$ cat src/hw/timer_toggle_pulse_cfg.svh
// Constants for the timer toggle and pulse output stage
`ifndef TIMER_TOGGLE_PULSE_CFG_SVH
`define TIMER_TOGGLE_PULSE_CFG_SVH
`define CLK_FREQ_HZ        20000000
`define US_PER_S           1000000
`define MS_PER_S           1000
`define US_TICK_CYCLES     (`CLK_FREQ_HZ / `US_PER_S)
`define MS_TICK_CYCLES     (`CLK_FREQ_HZ / `MS_PER_S)
`define INTERVAL_W         15
`define INTERVAL_CNT       8
`define IDX_W              3
`define REPC_W             7
`define REPC_MAX           7'h40
`define REPC_RST           7'h00
`define DIV_READ_US        16'h002A
`define DIV_READ_MS        16'hA410
`define STATE_STOPPED      2'h0
`define STATE_WAIT_TRIG    2'h1
`define STATE_RUN_FIRST    2'h2
`define STATE_RUN_SECOND   2'h3
`endif

$ cat src/hw/timer_toggle_pulse_pkg.sv
// Types for the timer toggle and pulse output stage
package timer_toggle_pulse_pkg;
	typedef enum logic { MODE_TOGGLE, MODE_PULSE } out_mode_t;
	typedef enum logic [1:0] { ST_IDLE, ST_WAIT, ST_FIRST, ST_SECOND } run_state_t;
endpackage : timer_toggle_pulse_pkg

$ cat src/hw/timer_toggle_pulse_output.sv
// Timer output stage with toggle and pulse modes
`timescale 1ns/1ps
`include "timer_toggle_pulse_cfg.svh"
module timer_toggle_pulse_output (
	input  wire logic                   clk,
	input  wire logic                   rst_b,
	input  wire logic                   ce,
	input  wire logic                   mode_pulse,
	input  wire logic                   unit_ms,
	input  wire logic                   trig_from_timer_zero,
	input  wire logic                   master_timer_zero_start,
	input  wire logic [`INTERVAL_W-1:0] interval_wdata,
	input  wire logic [`IDX_W-1:0]      interval_widx,
	input  wire logic                   interval_we,
	input  wire logic [`IDX_W-1:0]      interval_last,
	input  wire logic [`REPC_W-1:0]     repc_wdata,
	input  wire logic                   repc_we,
	input  wire logic                   open_drain_drive,
	input  wire logic                   force_high,
	input  wire logic                   force_low,
	input  wire logic                   invert,
	input  wire logic                   start_cmd,
	input  wire logic                   stop_cmd,
	input  wire logic                   reset_cmd,
	input  wire logic                   pin_in,
	output logic                        pin_out,
	output logic                        pin_oe,
	output logic [1:0]                  state_rd,
	output logic [15:0]                 div_rd,
	output logic [`REPC_W-1:0]          repc_rd
);
	// ------------------------------------------------------------
	// Pin input synchroniser (observation only) and timer zero start synchroniser
	// ------------------------------------------------------------
	logic pin_s1_r, pin_s2_r;
	always_ff @(posedge clk or negedge rst_b) begin
		if (!rst_b) begin
			pin_s1_r <= 1'b0;
			pin_s2_r <= 1'b0;
		end else if (ce) begin
			pin_s1_r <= pin_in;
			pin_s2_r <= pin_s1_r;
		end
	end
	logic trig_s1_r, trig_s2_r, trig_s3_r;
	always_ff @(posedge clk or negedge rst_b) begin
		if (!rst_b) begin
			trig_s1_r <= 1'b0;
			trig_s2_r <= 1'b0;
			trig_s3_r <= 1'b0;
		end else if (ce) begin
			trig_s1_r <= master_timer_zero_start;
			trig_s2_r <= trig_s1_r;
			trig_s3_r <= trig_s2_r;
		end
	end
	wire trig_rise_w = trig_s2_r && !trig_s3_r;

	// ------------------------------------------------------------
	// Interval list and repeat count storage
	// ------------------------------------------------------------
	logic [`INTERVAL_W-1:0] interval_r [`INTERVAL_CNT];
	logic [`REPC_W-1:0]     repc_cfg_r;
	genvar gi;
	generate
		for (gi = 0; gi < `INTERVAL_CNT; gi++) begin : g_int
			always_ff @(posedge clk or negedge rst_b) begin
				if (!rst_b)
					interval_r[gi] <= `INTERVAL_W'(1);
				else if (ce && interval_we && interval_widx == `IDX_W'(gi))
					interval_r[gi] <= interval_wdata;
			end
		end
	endgenerate

	function automatic logic [`REPC_W-1:0] eff_repc(input logic [`REPC_W-1:0] v);
		eff_repc = (v == 7'h00 || v > `REPC_MAX) ? `REPC_MAX : v;
	endfunction : eff_repc

	// ------------------------------------------------------------
	// Sequencer
	// ------------------------------------------------------------
	timer_toggle_pulse_pkg::run_state_t state_r, state_nxt;
	logic [`IDX_W-1:0]      idx_r, idx_nxt;
	logic [`INTERVAL_W-1:0] ucnt_r, ucnt_nxt;
	logic [`REPC_W-1:0]     rem_r, rem_nxt;
	logic                   lvl_r, lvl_nxt;
	logic                   tick;
	wire running_w = (state_r == timer_toggle_pulse_pkg::ST_FIRST) ||
		(state_r == timer_toggle_pulse_pkg::ST_SECOND);
	wire [`INTERVAL_W-1:0] cur_int_w = interval_r[idx_r];
	wire expire_w = tick && (ucnt_r + `INTERVAL_W'(1) >= cur_int_w);
	wire last_idx_w = (idx_r >= interval_last);
	wire go_w = trig_from_timer_zero ? trig_rise_w : 1'b1;

	unit_tick_gen u_tick (
		.clk     (clk),
		.rst_b   (rst_b),
		.ce      (ce),
		.run     (running_w),
		.unit_ms (unit_ms),
		.tick    (tick)
	);

	always_comb begin
		state_nxt = state_r;
		idx_nxt   = idx_r;
		ucnt_nxt  = ucnt_r;
		rem_nxt   = rem_r;
		lvl_nxt   = lvl_r;
		unique case (state_r)
			timer_toggle_pulse_pkg::ST_IDLE: begin
				if (start_cmd) begin
					state_nxt = timer_toggle_pulse_pkg::ST_WAIT;
					idx_nxt   = '0;
					ucnt_nxt  = '0;
					rem_nxt   = eff_repc(repc_cfg_r);
					if (mode_pulse)
						lvl_nxt = 1'b0;
				end
			end
			timer_toggle_pulse_pkg::ST_WAIT: begin
				if (go_w)
					state_nxt = timer_toggle_pulse_pkg::ST_FIRST;
			end
			timer_toggle_pulse_pkg::ST_FIRST: begin
				if (tick)
					ucnt_nxt = ucnt_r + `INTERVAL_W'(1);
				if (expire_w) begin
					ucnt_nxt = '0;
					if (mode_pulse) begin
						lvl_nxt   = 1'b1;
						idx_nxt   = `IDX_W'(1);
						state_nxt = timer_toggle_pulse_pkg::ST_SECOND;
					end else begin
						lvl_nxt = !lvl_r;
						idx_nxt = last_idx_w ? '0 : idx_r + `IDX_W'(1);
						rem_nxt = rem_r - `REPC_W'(1);
						if (rem_r == `REPC_W'(1))
							state_nxt = timer_toggle_pulse_pkg::ST_IDLE;
					end
				end
			end
			timer_toggle_pulse_pkg::ST_SECOND: begin
				if (tick)
					ucnt_nxt = ucnt_r + `INTERVAL_W'(1);
				if (expire_w) begin
					ucnt_nxt  = '0;
					lvl_nxt   = 1'b0;
					idx_nxt   = '0;
					rem_nxt   = rem_r - `REPC_W'(1);
					state_nxt = (rem_r == `REPC_W'(1)) ? timer_toggle_pulse_pkg::ST_IDLE :
						timer_toggle_pulse_pkg::ST_FIRST;
				end
			end
		endcase
		if (stop_cmd) begin
			state_nxt = timer_toggle_pulse_pkg::ST_IDLE;
			lvl_nxt   = lvl_r;
		end
	end

	always_ff @(posedge clk or negedge rst_b) begin
		if (!rst_b) begin
			state_r    <= timer_toggle_pulse_pkg::ST_IDLE;
			idx_r      <= '0;
			ucnt_r     <= '0;
			rem_r      <= `REPC_RST;
			lvl_r      <= 1'b0;
			repc_cfg_r <= `REPC_RST;
		end else if (ce) begin
			if (reset_cmd) begin
				state_r    <= timer_toggle_pulse_pkg::ST_IDLE;
				idx_r      <= '0;
				ucnt_r     <= '0;
				rem_r      <= `REPC_RST;
				lvl_r      <= 1'b0;
				repc_cfg_r <= `REPC_RST;
			end else begin
				state_r <= state_nxt;
				idx_r   <= idx_nxt;
				ucnt_r  <= ucnt_nxt;
				rem_r   <= rem_nxt;
				lvl_r   <= lvl_nxt;
				if (repc_we)
					repc_cfg_r <= repc_wdata;
			end
		end
	end

	// ------------------------------------------------------------
	// Pin drive and status read-back
	// ------------------------------------------------------------
	wire base_lvl_w = force_high ? 1'b1 : (force_low ? 1'b0 : lvl_r);
	wire pin_lvl_w  = base_lvl_w ^ invert;
	wire pin_oe_w   = open_drain_drive ? !pin_lvl_w : 1'b1;
	logic [1:0] state_code_w;
	always_comb begin
		unique case (state_r)
			timer_toggle_pulse_pkg::ST_IDLE:   state_code_w = `STATE_STOPPED;
			timer_toggle_pulse_pkg::ST_WAIT:   state_code_w = `STATE_WAIT_TRIG;
			timer_toggle_pulse_pkg::ST_FIRST:  state_code_w = `STATE_RUN_FIRST;
			timer_toggle_pulse_pkg::ST_SECOND: state_code_w = `STATE_RUN_SECOND;
		endcase
	end
	always_ff @(posedge clk or negedge rst_b) begin
		if (!rst_b) begin
			pin_out  <= 1'b0;
			pin_oe   <= 1'b1;
			state_rd <= `STATE_STOPPED;
			div_rd   <= `DIV_READ_US;
			repc_rd  <= `REPC_RST;
		end else if (ce) begin
			pin_out  <= open_drain_drive ? 1'b0 : pin_lvl_w;
			pin_oe   <= pin_oe_w;
			state_rd <= state_code_w;
			div_rd   <= unit_ms ? `DIV_READ_MS : `DIV_READ_US;
			repc_rd  <= rem_r;
		end
	end

	// ------------------------------------------------------------
	// Assertions
	// ------------------------------------------------------------
	property p_toggle_inv;
		@(posedge clk) disable iff (!rst_b)
		(ce && !reset_cmd && !stop_cmd && !mode_pulse && state_r == timer_toggle_pulse_pkg::ST_FIRST
			&& expire_w) |=> lvl_r != $past(lvl_r);
	endproperty
	a_toggle_inv: assert property (p_toggle_inv) else $error("toggle did not invert");
	property p_repc_zero;
		@(posedge clk) disable iff (!rst_b)
		(ce && !reset_cmd && !stop_cmd && state_r == timer_toggle_pulse_pkg::ST_IDLE && start_cmd
			&& repc_cfg_r == 7'h00) |=> rem_r == 7'h40;
	endproperty
	a_repc_zero: assert property (p_repc_zero) else $error("zero repeat not 64");
	property p_wrap;
		@(posedge clk) disable iff (!rst_b)
		(ce && !reset_cmd && !stop_cmd && !mode_pulse && state_r == timer_toggle_pulse_pkg::ST_FIRST
			&& expire_w && last_idx_w) |=> idx_r == 3'h0;
	endproperty
	a_wrap: assert property (p_wrap) else $error("interval index did not wrap");
	property p_pulse_rise;
		@(posedge clk) disable iff (!rst_b)
		(ce && !reset_cmd && !stop_cmd && mode_pulse && state_r == timer_toggle_pulse_pkg::ST_FIRST
			&& expire_w) |=> lvl_r && state_r == timer_toggle_pulse_pkg::ST_SECOND;
	endproperty
	a_pulse_rise: assert property (p_pulse_rise) else $error("pulse did not rise");
	property p_pulse_end_low;
		@(posedge clk) disable iff (!rst_b)
		(ce && !reset_cmd && !stop_cmd && state_r == timer_toggle_pulse_pkg::ST_SECOND && expire_w)
			|=> !lvl_r;
	endproperty
	a_pulse_end_low: assert property (p_pulse_end_low) else $error("pulse did not end low");
	property p_invert;
		@(posedge clk) disable iff (!rst_b)
		(ce && !open_drain_drive && !force_high && !force_low) |=> pin_out == ($past(lvl_r) ^ $past(invert));
	endproperty
	a_invert: assert property (p_invert) else $error("pin level wrong");
	property p_stop_hold;
		@(posedge clk) disable iff (!rst_b)
		(ce && stop_cmd && !reset_cmd) |=> state_r == timer_toggle_pulse_pkg::ST_IDLE && $stable(lvl_r);
	endproperty
	a_stop_hold: assert property (p_stop_hold) else $error("stop did not hold");
	property p_reset_cmd;
		@(posedge clk) disable iff (!rst_b)
		(ce && reset_cmd) |=> state_r == timer_toggle_pulse_pkg::ST_IDLE && !lvl_r && rem_r == 7'h00;
	endproperty
	a_reset_cmd: assert property (p_reset_cmd) else $error("reset command failed");
	property p_state_rd;
		@(posedge clk) disable iff (!rst_b)
		ce |=> (state_rd == 2'h0) == ($past(state_r) == timer_toggle_pulse_pkg::ST_IDLE);
	endproperty
	a_state_rd: assert property (p_state_rd) else $error("state read mismatch");
	property p_div_rd;
		@(posedge clk) disable iff (!rst_b)
		ce |=> div_rd == ($past(unit_ms) ? 16'hA410 : 16'h002A);
	endproperty
	a_div_rd: assert property (p_div_rd) else $error("unit read wrong");
	property p_self_stop;
		@(posedge clk) disable iff (!rst_b)
		(ce && !reset_cmd && running_w && expire_w && rem_r == 7'h01
			&& !(mode_pulse && state_r == timer_toggle_pulse_pkg::ST_FIRST))
			|=> state_r == timer_toggle_pulse_pkg::ST_IDLE ##1 state_rd == 2'h0;
	endproperty
	a_self_stop: assert property (p_self_stop) else $error("did not stop at zero");
	c_toggle: cover property (@(posedge clk) disable iff (!rst_b) !mode_pulse && running_w && expire_w);
	c_pulse: cover property (@(posedge clk) disable iff (!rst_b)
		state_r == timer_toggle_pulse_pkg::ST_SECOND && expire_w);
	c_trig: cover property (@(posedge clk) disable iff (!rst_b)
		state_r == timer_toggle_pulse_pkg::ST_WAIT && trig_from_timer_zero && trig_rise_w);
	c_open_drain: cover property (@(posedge clk) disable iff (!rst_b) open_drain_drive && !pin_oe);
	c_pin_released: cover property (@(posedge clk) disable iff (!rst_b) open_drain_drive && !pin_oe && pin_s2_r);
endmodule : timer_toggle_pulse_output

$ cat src/hw/unit_tick_gen.sv
// Prescaler that emits one tick per microsecond or millisecond
`timescale 1ns/1ps
`include "timer_toggle_pulse_cfg.svh"
module unit_tick_gen (
	input  wire logic clk,
	input  wire logic rst_b,
	input  wire logic ce,
	input  wire logic run,
	input  wire logic unit_ms,
	output logic      tick
);
	localparam int TOP_W = 15;
	localparam logic [TOP_W-1:0] US_TOP = TOP_W'(`US_TICK_CYCLES - 1);
	localparam logic [TOP_W-1:0] MS_TOP = TOP_W'(`MS_TICK_CYCLES - 1);
	logic [TOP_W-1:0] cnt_r;
	wire  [TOP_W-1:0] top_w = unit_ms ? MS_TOP : US_TOP;
	wire              wrap_w = (cnt_r >= top_w);
	always_ff @(posedge clk or negedge rst_b) begin
		if (!rst_b) begin
			cnt_r <= '0;
			tick  <= 1'b0;
		end else if (ce) begin
			cnt_r <= (!run || wrap_w) ? '0 : cnt_r + 1'b1;
			tick  <= run && wrap_w;
		end
	end
endmodule : unit_tick_gen

$ cat config.mk
export PLATFORM = sky130hd
export DESIGN_NAME = timer_toggle_pulse_output
export DESIGN_NICKNAME = d
export VERILOG_FILES = /design/src/hw/timer_toggle_pulse_pkg.sv /design/src/hw/timer_toggle_pulse_output.sv /design/src/hw/unit_tick_gen.sv
export VERILOG_INCLUDE_DIRS = /design/src /design/src/hw
export SDC_FILE = /design/constraint.sdc
export NUM_CORES = 1
export LEC_CHECK = 0
export ABC_AREA = 1
export BUFFER_PORTS_ARGS = -buffer_cell sky130_fd_sc_hd__buf_2
export CORE_MARGIN = 10
export CORE_UTILIZATION = 45
export CTS_BUF_LIST = sky130_fd_sc_hd__clkbuf_16
export DETAILED_ROUTE_END_ITERATION = 10
export PLACE_DENSITY_LB_ADDON = 0.25
export SYNTH_ARGS = -nofsm -noshare
export SYNTH_HDL_FRONTEND = slang
export SYNTH_HIERARCHICAL = 1
export SYNTH_SLANG_ARGS = --single-unit
$ cat constraint.sdc
create_clock -name clk -period 7.1 [get_ports clk]
set_input_delay 0.355 -clock clk [delete_from_list [all_inputs] [get_ports clk]]
set_output_delay 0.355 -clock clk [all_outputs]
set_load 0.02 [all_outputs]
==> impl_metrics.json, run 1 <==
{
  "status": "complete, no violations",
  "r2r.worst_path.cells": 18,
  "yosys-top-cells-count": "290 x sky130_fd_sc_hd__nand2_1, 232 x sky130_fd_sc_hd__o21ai_0, 177 x sky130_fd_sc_hd__dfrtp_1, 108 x sky130_fd_sc_hd__nor2_1, 89 x sky130_fd_sc_hd__inv_1",
  "area_growth_pct": 10.2,
  "maxSlewViolCount": 0,
  "regToRegEndpoint": "rem_r[0]",
  "slew_headroom": 0.261,
  "die_width_um": 167,
  "drt-total-wl_um": 22800,
  "number_of_distinct_library_cell_variants_in_the_gate_level_netlist_after_synthesis": 44,
  "cts.sink_count": 187,
  "achievable-frequency_mhz": 257,
  "fin_crit_ns": 3.89,
  "post_drt_via_cell_ratio": 5.19,
  "tritoncts": "built",
  "critPathArrivalTime_ns": 4.22,
  "yosys_register_bits": 187,
  "dpl.cell_count": 1479,
  "pin_count": 72,
  "detailedPlace.worstSlack_ns": 3.25,
  "wirelength_met1_um": 11200,
  "post_synth_main_area_contributors": "sky130_fd_sc_hd__dfrtp_1 46%, sky130_fd_sc_hd__o21ai_0 12%, sky130_fd_sc_hd__nand2_1 11%",
  "critical_path.cell_chain": "buf_4 -> inv_1 -> o21ai_0 -> o221ai_1 -> o21ai_0 -> ha_1 -> nand2_1 -> nor2_1 -> and2_1 -> nand2_1 -> nand3_1 -> nand2_1 -> nand2_2 -> nand2_2 -> inv_2 -> nand2_2 -> nand2_1 -> nand2_1",
  "critical_path_capture_point_type": "register",
  "dp_hpwl_um": 14600,
  "max_stage_delay_ns": 0.83,
  "synth.cell_area_um2": 9730,
  "drt_first_pass_iters": 5,
  "synth_top_family_by_area": "simple AND/OR/NAND/NOR gates",
  "grt.total_usage": 0.162,
  "die-area_um2": 27900,
  "syn-instance-count": 1200,
  "global_route_wire_length_before_repair_um": 37800,
  "synth_adder_area_share": 0.0425,
  "wl_met3_um": 1030,
  "wl_met2_um": 10400,
  "fraction_of_post_synthesis_cell_area_in_the_top_cell_type_by_area": 0.455,
  "floorplan.core_area_um2": 21200,
  "critical_path.slowest_cell": "sky130_fd_sc_hd__inv_1",
  "cts_max_path_buffers": 2,
  "critical_path_required_ns": 7.43,
  "rsz0062_at_grt": "no",
  "fin_skew_ns": 0.0111,
  "nets": 1301,
  "htree_levels": 4,
  "max_slew.worst_pin.slew_ns": 1.11,
  "fin_crit_sh": 0.548,
  "synth_sequential_area_ratio": 0.482,
  "synth.yosys.warnings": 6,
  "drt-wirelength-per-cell_um": 15.1,
  "numCtsBuffers": 17,
  "number_of_enable_flip_flop_cells_after_synthesis": 0,
  "maximum_fanout_count_along_the_critical_path": 34,
  "setup.worst_path.start_class": "register",
  "crit_top_cell": "sky130_fd_sc_hd__nand2_1",
  "dr_total_vias": 7836,
  "drive_above_1_share": 0.122,
  "leakage_nw": 5.28,
  "instances_no_fill": 1509,
  "cts.repair_timing.setup_buffer_count": 0,
  "cts.hold.buffers_added": 0,
  "cts_resized": 0,
  "remaining_antenna_violation_count": 0,
  "yosys.area_share.simple": 0.199,
  "antennaDiodeCount": 0,
  "floorplan.initialDensity": 0.460,
  "clkLatencyLatePin_ns": 0.44,
  "grt_pass1_vias": 7360,
  "globalRoute.totalOverflow": 0,
  "final_hold_violation_count": 0,
  "cp_num_buf_inv": 3,
  "fp.dieH_um": 167,
  "number_of_antenna_violations_at_the_first_check_in_global_routing": 0,
  "holdCritPathClass": "in2async",
  "crit_type": "reg2reg",
  "gp_congestion": 0.830,
  "post_route_hold_slack_ns": 0.0738,
  "cell_family_contributing_the_most_delay_on_the_critical_path": "buffers and inverters",
  "clock_tree.root_cell": "sky130_fd_sc_hd__clkbuf_16",
  "ir_drop_v": 0.000165,
  "numPortBuffers": 61,
  "timing.final.ws_setup_ns": 3.21,
  "per_instance_average_area_after_synthesis_um2": 8.10,
  "drcViolationCount": 0,
  "complex_gate_fraction_of_the_synthesized_area": 0.179,
  "setup_tns_ns": 0,
  "rrSetupSlack_ns": 3.21,
  "top_signal_layer_used": "met4",
  "largest_net_degree_at_the_start_of_global_routing": 129,
  "crit-reg2reg-launch": "idx_r[1]",
  "synth_largest_area_cell": "sky130_fd_sc_hd__dfrtp_1",
  "synth-async-reset-ratio": 1.00,
  "std_cell_rows": 53,
  "yosys-mux-area-fraction": 0,
  "synth_top_flop_cell": "sky130_fd_sc_hd__dfrtp_1",
  "drtIter0Drc": 648,
  "maxCapViolCount": 0,
  "final-setup-viol-count": 0,
  "synth.most_common_cell": "sky130_fd_sc_hd__nand2_1",
  "power_density_nw_per_um2": 259,
  "path_clk_slew_ns": 0.07,
  "synthXorXnorAreaFrac": 0.0225
}
[registers in the layout, summed over array words and instances (netlist names), 3 cells and up]
register and count:
repc_rd 7, repc_cfg_r 7, ucnt_r 15, u_tick/cnt_r 15, rem_r 7, idx_r 3
interval_r 120
[where the power goes]
group          leakage, nW  internal (mW)  total (mW)  switching [mW]
Combinational         2.56          0.160       0.442           0.281
Clock                0.311          0.586        1.00           0.416
Sequential            2.41           1.24        1.33          0.0926
Total                 5.28           1.99        2.78           0.790
[metrics by stage]
| stage | util | area, um2 | total power [mW] |
|---|---|---|---|
| global route | 0.507 | 10700 | 2.93 |
| global placement | 0.478 | 10100 | 1.78 |
| finish | 0.507 | 10700 | 2.78 |
| detailed placement | 0.478 | 10100 | 1.80 |
| CTS | 0.507 | 10700 | 2.80 |
| floorplan | - | 9760 | 1.66 |
[worst max-delay path by stage]
stage,from,end,depth (start not counted)
2_1_floorplan,ucnt_r[0],rem_r[0],20
3_3_place_gp,idx_r[1],rem_r[0],19
3_5_place_dp,idx_r[1],rem_r[0],18
4_1_cts,idx_r[1],rem_r[0],18
5_1_grt,idx_r[1],rem_r[4],18
6_report,idx_r[1],rem_r[0],18
[area by class of cell]
class	instances	area, um2
timing repair buffer	68	367
sequential	187	4690
clock buffer	17	425
tap	275	344
inverter	99	372
fill	2023	10400
clock inverter	13	178
multi-input combinational	850	4340
[layout by cell type (no fill, tap or decap), types with 5 or more instances in the layout]
master	n
sky130_fd_sc_hd__o21ai_0	232
sky130_fd_sc_hd__buf_2	60
sky130_fd_sc_hd__buf_4	7
sky130_fd_sc_hd__ha_1	33
sky130_fd_sc_hd__nand2_1	290
sky130_fd_sc_hd__xor2_1	23
sky130_fd_sc_hd__dfstp_2	10
sky130_fd_sc_hd__dfrtp_1	176
sky130_fd_sc_hd__nand3_1	35
sky130_fd_sc_hd__nand2_2	8
sky130_fd_sc_hd__nor2_2	5
sky130_fd_sc_hd__clkbuf_16	17
sky130_fd_sc_hd__nor2_1	108
sky130_fd_sc_hd__o21ai_1	8
sky130_fd_sc_hd__o221ai_1	14
sky130_fd_sc_hd__nor3_1	6
sky130_fd_sc_hd__inv_2	9
sky130_fd_sc_hd__inv_1	93
sky130_fd_sc_hd__a21oi_1	19
sky130_fd_sc_hd__o22ai_1	16
sky130_fd_sc_hd__conb_1	9
sky130_fd_sc_hd__a21oi_2	12
[per-layer routing]
metal  vias up  track usage
li1       3968            -
met1      3696        0.225
met2       151        0.255
met3        21       0.0311
met4         0       0.0397
met5         -            0
[cells by family (layout without fill, tap and decap cells)]
family	after synthesis	count (layout)
AO/OA/AOI/OAI	315	315
XOR/XNOR	25	25
adder cells (fa/ha/maj)	33	33
buffers and inverters	171	197
flip-flops	187	187
other	1	9
AND/OR/NAND/NOR	468	468
Note: power is estimated with default switching activity, not from simulation.
==> inputs of run 2 (changes only) <==
clock period = 3.6 ns   (was 7.1 ns; I/O delays follow)
==> run 2 against run 1 <==
Compared with the run above: critical path depth increased by 2; highest routed layer unchanged; clock power increased by 80%; via count increased by 1.4%; sequential share of layout area decreased by 0.58 points; die area unchanged; worst setup slack got worse by 2.8 ns; fmax increased by 22%; total power increased by 92%; clock skew increased by 0.0028 ns; final area increased by 1.4%; largest power group unchanged; sequential cell count unchanged.
==> impl_metrics.json, run 2 (synthesis results as in run 1) <==
{
  "post_drt_via_cell_ratio": 5.20,
  "pin_count": 72,
  "achievable-frequency_mhz": 315,
  "dpl.cell_count": 1485,
  "nets": 1318,
  "fp.dieH_um": 167,
  "cts_max_path_buffers": 2,
  "antennaDiodeCount": 0,
  "setup.worst_path.start_class": "register",
  "postLayoutCellArea_um2": 10900,
  "die-area_um2": 27900,
  "largest_net_degree_at_the_start_of_global_routing": 95,
  "gp_congestion": 0.845,
  "final-setup-viol-count": 0,
  "area_growth_pct": 11.7,
  "largest_register": "interval_r",
  "maximum_fanout_count_along_the_critical_path": 10,
  "setup_tns_ns": 0,
  "postPlaceCellArea_um2": 10200,
  "largest_register_ff_count": 120,
  "globalRoute.totalOverflow": 0,
  "clock_tree.root_cell": "sky130_fd_sc_hd__clkbuf_16",
  "numPortBuffers": 61,
  "numCtsBuffers": 17,
  "drt-wirelength-per-cell_um": 15.3,
  "fin_crit_ns": 3.18,
  "path_clk_slew_ns": 0.07,
  "final_core_util": 0.514,
  "dp_hpwl_um": 15000,
  "status": "complete, no violations",
  "critical_path_required_ns": 3.93,
  "cts.repair_timing.setup_buffer_count": 0,
  "rsz0062_at_grt": "no",
  "maxCapViolCount": 0,
  "drive_above_1_share": 0.128,
  "critical_path_capture_point_type": "register",
  "leakage_nw": 5.33,
  "die_width_um": 167,
  "maxSlewViolCount": 0,
  "number_of_antenna_violations_at_the_first_check_in_global_routing": 0,
  "cts_resized": 0,
  "floorplan.core_area_um2": 21200,
  "cts.sink_count": 187,
  "grt.total_usage": 0.168,
  "reg.largest.list": "interval_r (120), u_tick/cnt_r (15), ucnt_r (15)",
  "max_slew.worst_pin.slew_ns": 1.11,
  "multi_input_comb_area_um2": 4340,
  "final.fill_count": 2026,
  "std_cell_rows": 53,
  "drtIter0Drc": 682,
  "slew_headroom": 0.259,
  "holdCritPathClass": "in2reg",
  "drt_first_pass_iters": 5,
  "crit_type": "reg2reg",
  "grt_pass1_vias": 7504,
  "floorplan.initialDensity": 0.460,
  "instances_no_fill": 1528,
  "critPathArrivalTime_ns": 3.50,
  "drt-total-wl_um": 23300,
  "layout_common_cells": "290 x sky130_fd_sc_hd__nand2_1, 232 x sky130_fd_sc_hd__o21ai_0, 176 x sky130_fd_sc_hd__dfrtp_1",
  "mostFrequentLayoutCell": "sky130_fd_sc_hd__nand2_1",
  "ir_drop_v": 0.000270,
  "power_density_nw_per_um2": 490,
  "drcViolationCount": 0,
  "remaining_antenna_violation_count": 0,
  "tritoncts": "built",
  "final_hold_violation_count": 0,
  "sequential_cell_area_um2": 4690,
  "fin_crit_sh": 0.882,
  "fin_skew_ns": 0.0139,
  "clkLatencyLatePin_ns": 0.44,
  "htree_levels": 4,
  "global_route_wire_length_before_repair_um": 39000,
  "dr_total_vias": 7946
}
run 2: changes by cell type in the layout (fill, tap and decap cells not counted), sizes merged:
| cell | before | now |
|---|---|---|
| dlygate4sd3 | 0 | 11 |
| bufinv | 4 | 1 |
| buf | 67 | 73 |
| inv | 106 | 102 |
| clkinv | 2 | 8 |
| clkinvlp | 0 | 3 |
run 2: per-stage QoR:
stage          hold WS (ns)  power [mW]  worst slack [ns]
6_report              0.104        5.32             0.423
4_1_cts              0.0957        5.37             0.429
2_1_floorplan        -0.116        3.27             0.913
3_5_place_dp          0.326        3.55             0.443
3_3_place_gp          0.325        3.52             0.476
5_1_grt               0.117        5.64            0.0454
run 2: area by class of cell:
cell class,count,area share
Clock buffer,17,0.0391
Clock inverter,15,0.0120
Inverter,99,0.0342
Multi-Input combinational cell,850,0.400
Sequential cell,187,0.432
Tap cell,275,0.0317
Timing Repair Buffer,85,0.0515
run 2: repair_timing:
item | 4_1_cts | 5_1_grt
hold endpoints to repair | 100 | 0
endpoints found under the setup margin | 0 | 0
hold buffers | 11 | 0
run 2: path summary, 6_finish.rpt:
| check | from | endpoint | slack [ns] | cells after the start |
|---|---|---|---|---|
| worst max-delay path | ucnt_r[0] | rem_r[1] | 0.42 | 20 |
| worst min-delay path | interval_wdata[8] | interval_r[83] | 0.10 | 3 |
| worst max register to register | ucnt_r[0] | rem_r[1] | 0.42 | 20 |
| worst min register to register | repc_rd[5] | repc_rd[5] | 0.47 | 2 |
| max in group asynchronous | rst_b | interval_r[105] | 2.30 | 3 |
| min in group asynchronous | rst_b | repc_rd[5] | 0.37 | 2 |
run 2: report_power, final:
group	switching [mW]	internal (mW)	leakage, nW	total [mW]
Combinational	0.560	0.330	2.65	0.889
Sequential	0.186	2.45	2.41	2.63
Clock	0.846	0.953	0.272	1.80
Total	1.59	3.73	5.33	5.32
run 2: routing by layer:
metal	routed length, um	GRT usage
met5	0	0
met4	271	0.0447
met3	1040	0.0360
met2	10300	0.252
met1	11700	0.240
run 2: worst max-delay path, stage by stage (launching register included):
cell and delay [ns]:
sky130_fd_sc_hd__dfrtp_1 0.42, sky130_fd_sc_hd__ha_1 0.21, sky130_fd_sc_hd__nand3_1 0.12, sky130_fd_sc_hd__nor2_1 0.16
sky130_fd_sc_hd__nand4_1 0.16, sky130_fd_sc_hd__nor2_1 0.19, sky130_fd_sc_hd__nand2_1 0.09, sky130_fd_sc_hd__xor2_1 0.17
sky130_fd_sc_hd__ha_1 0.33, sky130_fd_sc_hd__nand2_1 0.08, sky130_fd_sc_hd__nor2_1 0.14, sky130_fd_sc_hd__and2_1 0.14
sky130_fd_sc_hd__nand2_1 0.05, sky130_fd_sc_hd__nand3_1 0.10, sky130_fd_sc_hd__nand2_1 0.10, sky130_fd_sc_hd__nand2_2 0.10
sky130_fd_sc_hd__nand2_2 0.10, sky130_fd_sc_hd__inv_2 0.16, sky130_fd_sc_hd__nand2_2 0.13, sky130_fd_sc_hd__nand2_1 0.08
sky130_fd_sc_hd__nand2_1 0.05
